--- config.mk ---
export PLATFORM = sky130hd
export DESIGN_NAME = tfs_supervisor
export DESIGN_NICKNAME = d
export VERILOG_FILES = /design/src/pkg/tfs_pkg.sv /design/src/hdl/tfs_filter.sv /design/src/hdl/tfs_timer.sv /design/src/hdl/tfs_supervisor.sv
export SDC_FILE = /design/constraint.sdc
export NUM_CORES = 1
export LEC_CHECK = 0
export BUFFER_PORTS_ARGS = -buffer_cell sky130_fd_sc_hd__buf_2
export CAP_MARGIN = 10
export CORE_ASPECT_RATIO = 1.25
export CORE_MARGIN = 8
export CORE_UTILIZATION = 62
export DETAILED_ROUTE_END_ITERATION = 8
export GPL_TIMING_DRIVEN = 0
export PLACE_DENSITY = 0.78
export SLEW_MARGIN = 10
export SYNTH_ARGS = -nofsm -noshare
export SYNTH_HDL_FRONTEND = slang
export SYNTH_HIERARCHICAL = 1
export SYNTH_SLANG_ARGS = --single-unit
--- constraint.sdc ---
create_clock -name i_clock -period 2.4 [get_ports i_clock]
set_clock_uncertainty 0.1 [all_clocks]
set_input_delay 0.12 -clock i_clock [delete_from_list [all_inputs] [get_ports i_clock]]
set_output_delay 0.12 -clock i_clock [all_outputs]
set_load 0.1 [all_outputs]
--- src/pkg/tfs_pkg.sv ---
// Shared constants and types for the thermal and undervoltage fault supervisor.
package tfs_pkg;

  // Clock period of the supervisor clock in nanoseconds.
  localparam int unsigned CLOCK_PERIOD_NS = 5;
  localparam int unsigned NS_PER_US = 1000;
  localparam int unsigned NS_PER_MS = 1000000;

  // Thermal recovery time, and derived cycle count.
  localparam int unsigned THERMAL_RECOVERY_MS = 300;
  localparam int unsigned THERMAL_RECOVERY_CYCLES = (THERMAL_RECOVERY_MS * NS_PER_MS) / CLOCK_PERIOD_NS;

  // Undervoltage filter time; a least time, so the cycle count rounds up.
  localparam int unsigned UV_FILTER_US = 30;
  localparam int unsigned UV_FILTER_CYCLES = (UV_FILTER_US * NS_PER_US + CLOCK_PERIOD_NS - 1) / CLOCK_PERIOD_NS;

  // Undervoltage sleep time and selective wake time.
  localparam int unsigned UV_SLEEP_MS = 200;
  localparam int unsigned UV_SLEEP_CYCLES = (UV_SLEEP_MS * NS_PER_MS) / CLOCK_PERIOD_NS;
  localparam int unsigned SEL_WAKE_MS = 10;
  localparam int unsigned SEL_WAKE_CYCLES = (SEL_WAKE_MS * NS_PER_MS) / CLOCK_PERIOD_NS;

  // Mode change request codes from the host.
  localparam logic [1:0] REQ_NORMAL = 2'h0;
  localparam logic [1:0] REQ_STANDBY = 2'h1;
  localparam logic [1:0] REQ_SLEEP = 2'h2;

  // Fail-safe entry cause codes.
  localparam logic [2:0] CAUSE_NONE = 3'h0;
  localparam logic [2:0] CAUSE_THERMAL = 3'h1;
  localparam logic [2:0] CAUSE_CC_UV = 3'h2;
  localparam logic [2:0] CAUSE_CC_OV = 3'h3;
  localparam logic [2:0] CAUSE_IO_UV = 3'h4;

  // Device operating states.
  typedef enum logic [2:0] {ST_NORMAL, ST_STANDBY, ST_SLEEP, ST_FAILSAFE, ST_THERMAL} tfs_state_t;
  localparam tfs_state_t RESET_STATE = ST_STANDBY;

endpackage

--- src/hdl/tfs_filter.sv ---
// Persistence filter that passes a level only after it has lasted longer than a set time.
module tfs_filter #(
  parameter int unsigned CYCLES = 16
) (
  input wire logic i_clock,
  input wire logic i_reset,
  input wire logic i_level,
  output logic o_level
);

  logic [31:0] cnt_q;
  wire at_limit = (cnt_q == 32'(CYCLES));

  // Count while the level holds; any drop restarts the count and clears the output.
  always_ff @(posedge i_clock) begin
    if (i_reset || !i_level) begin
      cnt_q <= 32'h0;
      o_level <= 1'b0;
    end else begin
      if (!at_limit) begin
        cnt_q <= cnt_q + 32'h1;
      end
      o_level <= at_limit; // Asserted only once the level outlasts the filter time.
    end
  end
endmodule

--- src/hdl/tfs_timer.sv ---
// Repeating interval timer that pulses at the end of each period while it runs.
module tfs_timer #(
  parameter int unsigned CYCLES = 16
) (
  input wire logic i_clock,
  input wire logic i_reset,
  input wire logic i_run,
  input wire logic i_restart,
  output logic o_expired
);

  logic [31:0] cnt_q;
  wire last = (cnt_q == 32'(CYCLES - 1));

  // Counts while running, wraps at the end of each period so a lasting fault repeats its check.
  always_ff @(posedge i_clock) begin
    if (i_reset || !i_run || i_restart) begin
      cnt_q <= 32'h0;
      o_expired <= 1'b0;
    end else begin
      cnt_q <= last ? 32'h0 : cnt_q + 32'h1;
      o_expired <= last;
    end
  end

endmodule

--- src/hdl/tfs_supervisor.sv ---
// Thermal and supply fault supervisor for a CAN FD transceiver.
// Functional notes
// - Thermal warning raises host interrupt; transceiver stays enabled.
// - Thermal trip disables transceiver, sets trip flag, raises interrupt.
// - Core and host register access stay alive during thermal trip.
// - Recovery timer starts with trip; at expiry, sleep if trip gone.
// - In thermal protected state, only sleep requests are honoured.
// - With fail-safe enabled, trip enters fail-safe instead.
// - Trip during I/O undervoltage without fail-safe goes straight to sleep.
// - Undervoltage must outlast the filter time before the sleep timer starts.
// - Sleep timer expiry with undervoltage present: fail-safe if enabled, else sleep.
// - Main supply low blocks all bus activity toward the host.
// - Main supply low forces standby, supply enable off; recovery starts wake timer.
// - Main supply at power-on-reset level clears everything.
// - Transceiver supply low runs sleep timer, then fail-safe or sleep.
// - Transceiver supply overvoltage enters fail-safe or sleep.
// - I/O supply low disconnects transceiver and runs timer toward fail-safe or sleep.
// - Sleep needs a wake event to return to standby with supply enable.
// - Sleep clears flags; a lasting I/O fault repeats the sleep cycle.
// - I/O undervoltage during thermal trip forces immediate sleep.
// - Main supply low disables wake receiver and floats receive data.
// - Fail-safe entry sets the global interrupt and records the cause.
module tfs_supervisor #(
  parameter int unsigned THERMAL_RECOVERY_CYCLES = tfs_pkg::THERMAL_RECOVERY_CYCLES,
  parameter int unsigned UV_FILTER_CYCLES = tfs_pkg::UV_FILTER_CYCLES,
  parameter int unsigned UV_SLEEP_CYCLES = tfs_pkg::UV_SLEEP_CYCLES,
  parameter int unsigned SEL_WAKE_CYCLES = tfs_pkg::SEL_WAKE_CYCLES
) (
  input wire logic i_clock,
  input wire logic i_reset,
  input wire logic i_main_supply_por,
  input wire logic i_main_supply_low,
  input wire logic i_transceiver_supply_low,
  input wire logic i_transceiver_supply_high,
  input wire logic i_io_supply_low,
  input wire logic i_thermal_warning,
  input wire logic i_thermal_trip,
  input wire logic i_failsafe_enable,
  input wire logic i_mode_req_valid,
  input wire logic [1:0] i_mode_req,
  input wire logic i_flag_clear,
  input wire logic i_wake,
  input wire logic i_bus_rxd,
  input wire logic i_bus_wake_request,
  output logic [2:0] o_mode,
  output logic o_transceiver_enable,
  output logic o_bus_hiz,
  output logic o_rxd,
  output logic o_rxd_oe,
  output logic o_bus_wake_request,
  output logic o_wake_rx_enable,
  output logic o_external_supply_enable,
  output logic o_selective_wake_timer_run,
  output logic o_host_int_n,
  output logic o_thermal_warning_flag,
  output logic o_thermal_trip_flag,
  output logic o_io_supply_low_flag,
  output logic o_transceiver_supply_low_flag,
  output logic o_global_int_flag,
  output logic [2:0] o_failsafe_cause
);

  tfs_pkg::tfs_state_t state_q;
  tfs_pkg::tfs_state_t state_d;
  logic [2:0] cause_d;
  logic rst;
  logic main_low_f;
  logic cc_low_f;
  logic io_low_f;
  logic uv_expired;
  logic thermal_expired;
  logic swt_expired;
  logic trip_q;
  logic swt_run_q;
  logic warn_q;

  // A power-on-reset level on the main supply acts as a full clear of every register.
  assign rst = i_reset | i_main_supply_por;

  // Undervoltage inputs pass only after outlasting the filter time.
  tfs_filter #(.CYCLES(UV_FILTER_CYCLES)) u_main_filter (
    .i_clock(i_clock),
    .i_reset(rst),
    .i_level(i_main_supply_low),
    .o_level(main_low_f)
  );
  tfs_filter #(.CYCLES(UV_FILTER_CYCLES)) u_cc_filter (
    .i_clock(i_clock),
    .i_reset(rst),
    .i_level(i_transceiver_supply_low),
    .o_level(cc_low_f)
  );
  tfs_filter #(.CYCLES(UV_FILTER_CYCLES)) u_io_filter (
    .i_clock(i_clock),
    .i_reset(rst),
    .i_level(i_io_supply_low),
    .o_level(io_low_f)
  );

  // The undervoltage sleep timer runs while a filtered transceiver or I/O fault stands.
  wire uv_present = cc_low_f | io_low_f;
  tfs_timer #(.CYCLES(UV_SLEEP_CYCLES)) u_uv_sleep_timer (
    .i_clock(i_clock),
    .i_reset(rst),
    .i_run(uv_present),
    .i_restart(1'b0),
    .o_expired(uv_expired)
  );

  // The thermal recovery timer restarts with each new trip and runs in the protected state.
  wire trip_rise = i_thermal_trip & ~trip_q;
  wire in_thermal = (state_q == tfs_pkg::ST_THERMAL);
  tfs_timer #(.CYCLES(THERMAL_RECOVERY_CYCLES)) u_thermal_recovery_timer (
    .i_clock(i_clock),
    .i_reset(rst),
    .i_run(in_thermal),
    .i_restart(trip_rise),
    .o_expired(thermal_expired)
  );

  // Selective wake timer runs from the turn-on of the external supply enable until expiry or until that enable turns off.
  tfs_timer #(.CYCLES(SEL_WAKE_CYCLES)) u_selective_wake_timer (
    .i_clock(i_clock),
    .i_reset(rst),
    .i_run(swt_run_q),
    .i_restart(1'b0),
    .o_expired(swt_expired)
  );

  // Decoded conditions used by the state logic.
  wire asleep = (state_q == tfs_pkg::ST_SLEEP) || (state_q == tfs_pkg::ST_FAILSAFE);
  wire active = (state_q == tfs_pkg::ST_NORMAL) || (state_q == tfs_pkg::ST_STANDBY);
  wire req_sleep = i_mode_req_valid && (i_mode_req == tfs_pkg::REQ_SLEEP);
  wire req_normal = i_mode_req_valid && (i_mode_req == tfs_pkg::REQ_NORMAL);
  wire req_standby = i_mode_req_valid && (i_mode_req == tfs_pkg::REQ_STANDBY);
  wire fault_dest_fs = i_failsafe_enable;
  wire [2:0] uv_cause = cc_low_f ? tfs_pkg::CAUSE_CC_UV : tfs_pkg::CAUSE_IO_UV;

  // Next state, highest priority first; cause_d is non-zero on fail-safe entry and on an overvoltage sleep entry.
  always_comb begin
    state_d = state_q;
    cause_d = tfs_pkg::CAUSE_NONE;
    if (main_low_f) begin
      state_d = tfs_pkg::ST_STANDBY;
    end else if (i_transceiver_supply_high && state_q != tfs_pkg::ST_SLEEP && state_q != tfs_pkg::ST_FAILSAFE) begin
      state_d = fault_dest_fs ? tfs_pkg::ST_FAILSAFE : tfs_pkg::ST_SLEEP;
      cause_d = tfs_pkg::CAUSE_CC_OV;
    end else if (trip_rise && !asleep) begin
      if (fault_dest_fs) begin
        state_d = tfs_pkg::ST_FAILSAFE;
        cause_d = tfs_pkg::CAUSE_THERMAL;
      end else if (i_io_supply_low) begin
        state_d = tfs_pkg::ST_SLEEP;
      end else begin
        state_d = tfs_pkg::ST_THERMAL;
      end
    end else if (in_thermal) begin
      if (i_io_supply_low || req_sleep) begin
        state_d = tfs_pkg::ST_SLEEP;
      end else if (thermal_expired && !i_thermal_trip) begin
        state_d = tfs_pkg::ST_SLEEP;
      end
    end else if (uv_expired && uv_present && !asleep) begin
      state_d = fault_dest_fs ? tfs_pkg::ST_FAILSAFE : tfs_pkg::ST_SLEEP;
      cause_d = fault_dest_fs ? uv_cause : tfs_pkg::CAUSE_NONE;
    end else if (asleep) begin
      if (i_wake) begin
        state_d = tfs_pkg::ST_STANDBY;
      end
    end else if (active) begin
      if (req_sleep) begin
        state_d = tfs_pkg::ST_SLEEP;
      end else if (req_normal) begin
        state_d = tfs_pkg::ST_NORMAL;
      end else if (req_standby) begin
        state_d = tfs_pkg::ST_STANDBY;
      end
    end
  end

  // Decoded output levels, computed from the next state so they align with it.
  wire enter_sleep = (state_d == tfs_pkg::ST_SLEEP) && (state_q != tfs_pkg::ST_SLEEP);
  wire enter_fs = (state_d == tfs_pkg::ST_FAILSAFE) && (state_q != tfs_pkg::ST_FAILSAFE);
  wire xcvr_en_d = (state_d == tfs_pkg::ST_NORMAL) && !i_io_supply_low && !main_low_f;
  wire ext_en_d = !main_low_f && (state_d != tfs_pkg::ST_SLEEP);
  wire rxd_oe_d = !main_low_f && !i_io_supply_low;
  wire rxd_d = xcvr_en_d ? i_bus_rxd : 1'b1;
  wire bwr_d = i_bus_wake_request && !main_low_f;
  wire swt_start = ext_en_d && !o_external_supply_enable;

  // Flag next values: hardware sets win over a host clear; sleep entry clears held flags and masks the trip and I/O sets.
  wire clr = i_flag_clear | enter_sleep;
  wire warn_rise = i_thermal_warning & ~warn_q;
  wire warn_d = warn_rise | (o_thermal_warning_flag & ~clr);
  // A trip that sends the device straight to sleep is lost with the other flags on sleep entry.
  wire trip_flag_d = (trip_rise & ~asleep & ~enter_sleep) | (o_thermal_trip_flag & ~clr);
  wire io_flag_d = (io_low_f & ~enter_sleep) | (o_io_supply_low_flag & ~clr);
  wire cc_flag_d = cc_low_f | (o_transceiver_supply_low_flag & ~clr);
  wire glob_d = enter_fs | (o_global_int_flag & ~clr);
  wire [2:0] cause_next = enter_fs ? cause_d : (clr ? tfs_pkg::CAUSE_NONE : o_failsafe_cause);
  wire any_flag_d = warn_d | trip_flag_d | io_flag_d | cc_flag_d | glob_d;

  // State, edge history and timer run register.
  always_ff @(posedge i_clock) begin
    if (rst) begin
      state_q <= tfs_pkg::RESET_STATE;
      trip_q <= 1'b0;
      warn_q <= 1'b0;
      swt_run_q <= 1'b0;
    end else begin
      state_q <= state_d;
      trip_q <= i_thermal_trip;
      warn_q <= i_thermal_warning;
      swt_run_q <= swt_start | (swt_run_q & ~swt_expired & ext_en_d);
    end
  end

  // Status flags and the interrupt pin; all stay reachable by the host in every state.
  always_ff @(posedge i_clock) begin
    if (rst) begin
      o_thermal_warning_flag <= 1'b0;
      o_thermal_trip_flag <= 1'b0;
      o_io_supply_low_flag <= 1'b0;
      o_transceiver_supply_low_flag <= 1'b0;
      o_global_int_flag <= 1'b0;
      o_failsafe_cause <= tfs_pkg::CAUSE_NONE;
      o_host_int_n <= 1'b1;
    end else begin
      o_thermal_warning_flag <= warn_d;
      o_thermal_trip_flag <= trip_flag_d;
      o_io_supply_low_flag <= io_flag_d;
      o_transceiver_supply_low_flag <= cc_flag_d;
      o_global_int_flag <= glob_d;
      o_failsafe_cause <= cause_next;
      o_host_int_n <= ~any_flag_d;
    end
  end

  // Pin-facing controls.
  always_ff @(posedge i_clock) begin
    if (rst) begin
      o_transceiver_enable <= 1'b0;
      o_bus_hiz <= 1'b1;
      o_rxd <= 1'b1;
      o_rxd_oe <= 1'b0;
      o_bus_wake_request <= 1'b0;
      o_wake_rx_enable <= 1'b0;
      o_external_supply_enable <= 1'b0;
    end else begin
      o_transceiver_enable <= xcvr_en_d;
      o_bus_hiz <= ~xcvr_en_d;
      o_rxd <= rxd_d;
      o_rxd_oe <= rxd_oe_d;
      o_bus_wake_request <= bwr_d;
      o_wake_rx_enable <= ~main_low_f;
      o_external_supply_enable <= ext_en_d;
    end
  end

  assign o_mode = state_q;
  assign o_selective_wake_timer_run = swt_run_q;
endmodule

# ---- Yosys cells after proc, flatten, opt, wreduce, memory -nomap -nowiden
# Cells that the tools add are included.
# Widths: inputs -> output; s select.
dict set report word_totals {
  word_cells 158
  register_bits 220
  in_bits 17
}
dict set report classes {
  n_reduce_logical 45
  mux 26
  n_addsub 6
  eq_ne 17
  n_bitwise 34
}
# cell n
set ops {}
lappend ops {{$add 32x1->32 const B} 6}
lappend ops {{$eq 32x13->1 const B} 3}
lappend ops {{$mux 3} 24}
lappend ops {{$eq 32x26->1 const B} 2}
lappend ops {{$eq 32x21->1 const B} 1}
lappend ops {{$logic_and 1x1->1} 17}
lappend ops {{$or 1x1->1} 13}
lappend ops {{$and 1x1->1} 12}
lappend ops {{$eq 3x2->1 const B} 4}
lappend ops {{$logic_not 1->1} 10}
lappend ops {{$logic_or 1x1->1} 10}
lappend ops {{$ne 3x2->1 const B} 3}
lappend ops {{$not 1->1} 9}
lappend ops {{$reduce_or 2->1} 4}
lappend ops {{$logic_not 3->1} 2}
lappend ops {{$eq 3x1->1 const B} 1}
lappend ops {{$eq 3x3->1 const B} 1}
lappend ops {{$eq 2x1->1 const B} 1}
lappend ops {{$eq 2x2->1 const B} 1}
lappend ops {{$logic_not 2->1} 1}
lappend ops {{$mux 1} 2}
lappend ops {{$reduce_bool 2->1} 1}

# ---- Logic depth before layout (Yosys ltp)
dict set report depth {
  depth_word 23
  mapped_depth 8
}

# ---- Cells and area by module
# The synthesis kept the hierarchy.
# mod n_inst cells_per_inst area_each_um2
set modules_own_cells {}
lappend modules_own_cells {tfs_filter 3 193 1644.1}
lappend modules_own_cells {{tfs_timer (u_uv_sleep_timer)} 1 197 1732.9}
lappend modules_own_cells {{tfs_timer (u_thermal_recovery_timer)} 1 177 1665.3}
lappend modules_own_cells {{tfs_timer (u_selective_wake_timer)} 1 172 1491.4}
lappend modules_own_cells {tfs_supervisor 1 114 1036.0}

# ---- Least setup slack after synthesis
# No wires, ideal clock.
dict set report synth_path {
  kind {reg2reg}
  start {register state_q[2], in the netlist o_mode[2]}
  end {register o_host_int_n}
  setup_ns 0.079
  period_less_slack_ns 2.813
  arrival_time_ns 2.633
  stages_incl_launch_ff 8
  required_ns 2.221
  path_slack_ns -0.413
  cell_sequence {dfxtp_1 nor3b_4 nor2_2 o41a_1 a31oi_4 a31oi_4 a32o_2 a211oi_2}
}
# item line
set synth_lines {}
lappend synth_lines {{start, declared} tfs_supervisor.sv:63} ;# tfs_pkg::tfs_state_t state_q;
lappend synth_lines {{start signal, assigned} tfs_supervisor.sv:206} ;# state_q <= tfs_pkg::RESET_STATE;
lappend synth_lines {{start signal, assigned} tfs_supervisor.sv:211} ;# state_q <= state_d;
lappend synth_lines {{$eq 3x3->1 *} tfs_supervisor.sv:112} ;# wire in_thermal = (state_q == tfs_pkg::ST_THERMAL);
lappend synth_lines {{via in_thermal} tfs_supervisor.sv:112}
lappend synth_lines {{$mux 3 *} tfs_supervisor.sv:157} ;# end else if (in_thermal) begin
lappend synth_lines {{$mux 3 *} tfs_supervisor.sv:148} ;# end else if (trip_rise && !asleep) begin
lappend synth_lines {{$mux 3 *} tfs_supervisor.sv:145} ;# end else if (i_transceiver_supply_high && state_q != tfs_pkg::ST_SLEEP && state_q != tfs_pkg::ST_FAILSAFE) beg ...
lappend synth_lines {{$mux 3 *} tfs_supervisor.sv:143} ;# if (main_low_f) begin
lappend synth_lines {{$eq 3x2->1} tfs_supervisor.sv:182} ;# wire enter_sleep = (state_d == tfs_pkg::ST_SLEEP) && (state_q != tfs_pkg::ST_SLEEP);
lappend synth_lines {{$logic_and 1x1->1} tfs_supervisor.sv:182}
lappend synth_lines {{$or 1x1->1} tfs_supervisor.sv:192} ;# wire clr = i_flag_clear | enter_sleep;
lappend synth_lines {{$not 1->1} -}
lappend synth_lines {{$and 1x1->1, on equally long branches} {tfs_supervisor.sv:194, tfs_supervisor.sv:196}}
lappend synth_lines {{$or 1x1->1, on equally long branches} {tfs_supervisor.sv:194, tfs_supervisor.sv:196}}
lappend synth_lines {{$or 1x1->1 (3 in series)} tfs_supervisor.sv:201} ;# wire any_flag_d = warn_d | trip_flag_d | io_flag_d | cc_flag_d | glob_d;
lappend synth_lines {{$or 1x1->1 *} tfs_supervisor.sv:201}
lappend synth_lines {{$not 1->1 *} tfs_supervisor.sv:235} ;# o_host_int_n <= ~any_flag_d;
lappend synth_lines {{end signal, assigned} tfs_supervisor.sv:235}
lappend synth_lines {{end, declared} tfs_supervisor.sv:54} ;# output logic o_host_int_n,
# The timed path passes the listed nets; every way through them passes the cells marked *.
# A chain may end at the register's enable or synchronous reset.

# ---- Final worst setup path
dict set report layout_path {
  start {register u_uv_sleep_timer.cnt_q[0]}
  end {register u_uv_sleep_timer.cnt_q[26]}
}
dict set report layout_via {
  elab_chain_len 2
}
# item line
set layout_rtl {}
lappend layout_rtl {{start, declared} tfs_timer.sv:12} ;# logic [31:0] cnt_q;
lappend layout_rtl {{start signal, assigned} tfs_timer.sv:21} ;# cnt_q <= last ? 32'h0 : cnt_q + 32'h1;
lappend layout_rtl {{parallel branches: the longest is 2 deep, another holds $add 32x1->32} -}
# Several ways; the timed one is not identified.

==> results.ini <==
[grt]
grt_max_degree = 20
grt_overflow = 0
grt_pass1_vias = 9170
grt_use_total_pct = 22.8
antenna_found_initial = 2
grt_pass1_wl_um = 42900

[die]
core_area_um2 = 17300
floorplan.initialDensity_pct = 62.8
row_count = 54
dieArea_um2 = 22000
pin_count = 37
dieWidth_um = 134
die_h_um = 164

[setup_path]
critical_path_buf_inv_count = 1
crit_family = simple AND/OR/NAND/NOR gates
crit_path_end_kind = flip-flop
crit_slowest_cell = or4_4
required_ns = 2.73
arrival_ns = 2.63
max_stage_delay_ns = 0.58
startpoint_type = flip-flop
criticalPathCategory = flip-flop to flip-flop
crit_fanout = 10
path_cells = ha_4, nand3_2, or4_4, buf_2, or3_1, a211oi_2

[timing]
fin_crit_ns = 2.30
final.setup.tns_ns = 0
slew_headroom_pct = 43.0
fmaxAchievable_ghz = 0.434
finalCritPeriodShare_pct = 95.9
worstMarginPinSlew_ns = 0.847
hold_viol = 0
report.final.setup_viol = 0
rsz0062_at_grt = no
final_max_slew_viol_count = 0
worst_slack_ns = 0.0984
timing.hold.ws_ns = 0.0494

[yosys]
synth_area_leader_cell = dfxtp_1
yosysTopAreaCellShare_pct = 40.6
netlist_area_um2 = 10900
synthArstFlopShare_pct = 0
yosysWarnings = 6
yosys.cell_types.count = 76
ys_ff_latch = 220
yosysSeqAreaShare_pct = 40.6
ys.flop_type = dfxtp_1
synth_area_leaders = dfxtp_1, or4_1, nor2_1
syn_inst = 1239
avgSynthCellArea_um2 = 8.76
synth_edf_count = 0

[power_and_ir_drop]
pwr-share-seq_pct = 49.3
power.total_uw = 7480
ir_worst_vdd_v = 0.000592
p_int_uw = 5820
pwr-share-comb_pct = 4.0
swShare_pct = 22.1
power.density_nw_per_um2 = 609
power_leakage_uw = 0.00369
p_sw_uw = 1650
clkPwrFrac_pct = 46.8

[drt]
wl_per_cell_um = 16.5
drtIter0Drc = 462
ant_nets = 0
viasPerCell = 6.23
num_vias = 9694
drc = 0
routed_wl_um = 25600
firstDrtPassIters = 5

[placement]
pre_cts_slack_ns = -0.346
dpl.hpwl_um = 18100
port_buffers = 36
gp_congestion = 0.874

[cts]
clock-sinks = 220
root_buffer = clkbuf_16
cts.path.max_buffers = 3
cts_setup_buffers = 0
cts.clk_slew.worst_paths_ns = 0.06
htree_num_levels = 1
clock_latency_ns = 0.50
cts_buffers = 23
tritoncts = built

[layout]
fill_cells = 1391
nNetsFinal = 1344
syn2layout_area_growth_pct = 13.1
final_layout_size_suffix_gt1_share_pct = 12.5

[flow_run]
cap_violations = 0

[min_path]
hp-class = input pin to flip-flop

[outcome]
status = finished, final reports clean

[area by class of cell]
class	instances	area (µm²)	area share, %
clock buffers	33	683	5.56
diodes	1	2.50	0.0204
well taps	224	280	2.28
repair buffers	52	340	2.77
plain buffers	58	325	2.65
inverters	38	143	1.16
clock inverters	6	58.8	0.479
multi-input cells	925	6040	49.2
flip-flops and latches	220	4410	35.9
[registers in the layout, indices dropped and copies added, names as in the netlist, 3 cells and up]
signal                          cells
o_mode                              3
u_io_filter/cnt_q                  32
u_thermal_recovery_timer/cnt_q     32
u_main_filter/cnt_q                32
u_uv_sleep_timer/cnt_q             32
u_cc_filter/cnt_q                  32
u_selective_wake_timer/cnt_q       32
o_failsafe_cause                    3
[tightest hold or removal path, cell delays in order]
cell	delay, ns
buf_2	0.08
nor2_1	0.10
a32o_2	0.30
[metal layers]
layer,track usage (%),routed length (µm)
met2,42.2,12900
met5,0,8
met4,7.88,613
met1,25.8,10900
met3,3.70,1260
[synthesized netlist by cell type (10+ instances only)]
cell type  number
clkbuf_1       40
or4_1          62
dfxtp_1       220
a21oi_1        84
nand2b_1       10
nand4_1        56
and3_1         15
xor2_1         46
and4_1         20
xnor2_1        43
nor4_1         33
o31ai_1        58
or3_1          20
nor2_1        117
nor3_1         33
o21ai_0        30
nand2_1        73
nor4b_1        15
and2_1         11
inv_1          38
nand3_1        64
[cells in the final DEF (no fill, tap or decap), drive strengths merged, types with 3 or more instances in the layout]
master / instances
clkbuf: 72
and3: 15
inv: 39
nand2: 73
nor2: 120
or4: 67
or3: 20
and4: 22
nor4: 39
nand4: 64
o21a: 5
mux2i: 3
xnor2: 43
nor3: 38
nand2b: 10
a211oi: 17
ha: 9
nor4bb: 4
nor3b: 3
nor4b: 16
and2: 12
conb: 3
clkinv: 4
or2: 7
dlygate4sd3: 16
a32o: 3
buf: 54
nand3: 67
o31ai: 58
o31a: 3
a21oi: 84
a31oi: 7
xor2: 46
nor2b: 8
o21ai: 31
dfxtp: 220
or3b: 3
[power groups by stage]
| stage | clock network (µW) | registers, µW | logic [µW] |
|---|---|---|---|
| 6_report | 3500 | 3680 | 295 |
| 3_3_place_gp | 0 | 3760 | 271 |
| 5_1_grt | 3720 | 3680 | 313 |
| 4_1_cts | 3560 | 3680 | 293 |
| 3_5_place_dp | 0 | 3770 | 273 |
| 2_1_floorplan | 0 | 3860 | 107 |
[worst paths after layout]
check,start,endpoint,slack (ns),depth (start not counted)
max reg2reg,u_uv_sleep_timer/cnt_q[0]$_SDFF_PP0_,u_uv_sleep_timer/cnt_q[26]$_SDFF_PP0_,0.1,6
max,u_uv_sleep_timer/cnt_q[0]$_SDFF_PP0_,u_uv_sleep_timer/cnt_q[26]$_SDFF_PP0_,0.1,6
min reg2reg,u_thermal_recovery_timer/cnt_q[0]$_SDFF_PP0_,u_thermal_recovery_timer/cnt_q[0]$_SDFF_PP0_,0.34,1
min,i_reset,o_thermal_trip_flag$_SDFF_PP0_,0.05,3
[logic make-up (layout without fill, tap and decap cells)]
family	count (synthesis)	in the layout	synth area share, %
and+or+nand+nor	594	594	32.6
AOI/OAI and AO/OA	227	227	14.1
DFF	220	220	40.6
buffers and inverters	96	187	4.19
xor gates and xnor gates	89	89	7.18
adders and majority gates	9	9	1.04
muxes	3	3	0.277
other	1	4	0.0345
[stage by stage]
step                cell area, µm²  utilization (%)  instances
finish                       12300             71.0       1557
global route                 12300             71.0       1557
CTS                          12200             70.8       1556
detailed placement           11300             65.5       1501
global placement             11300             65.5       1501
floorplan                    10900                -       1241
[repair_timing]
| item | CTS | global route |
|---|---|---|
| cloned | 0 | 0 |
| hold buffers | 16 | 0 |
| setup endpoints to repair | 2 | 66 |
| hold endpoints to repair | 23 | 0 |
| resized for setup | 1 | 26 |
(Power assumes the default switching activity.)
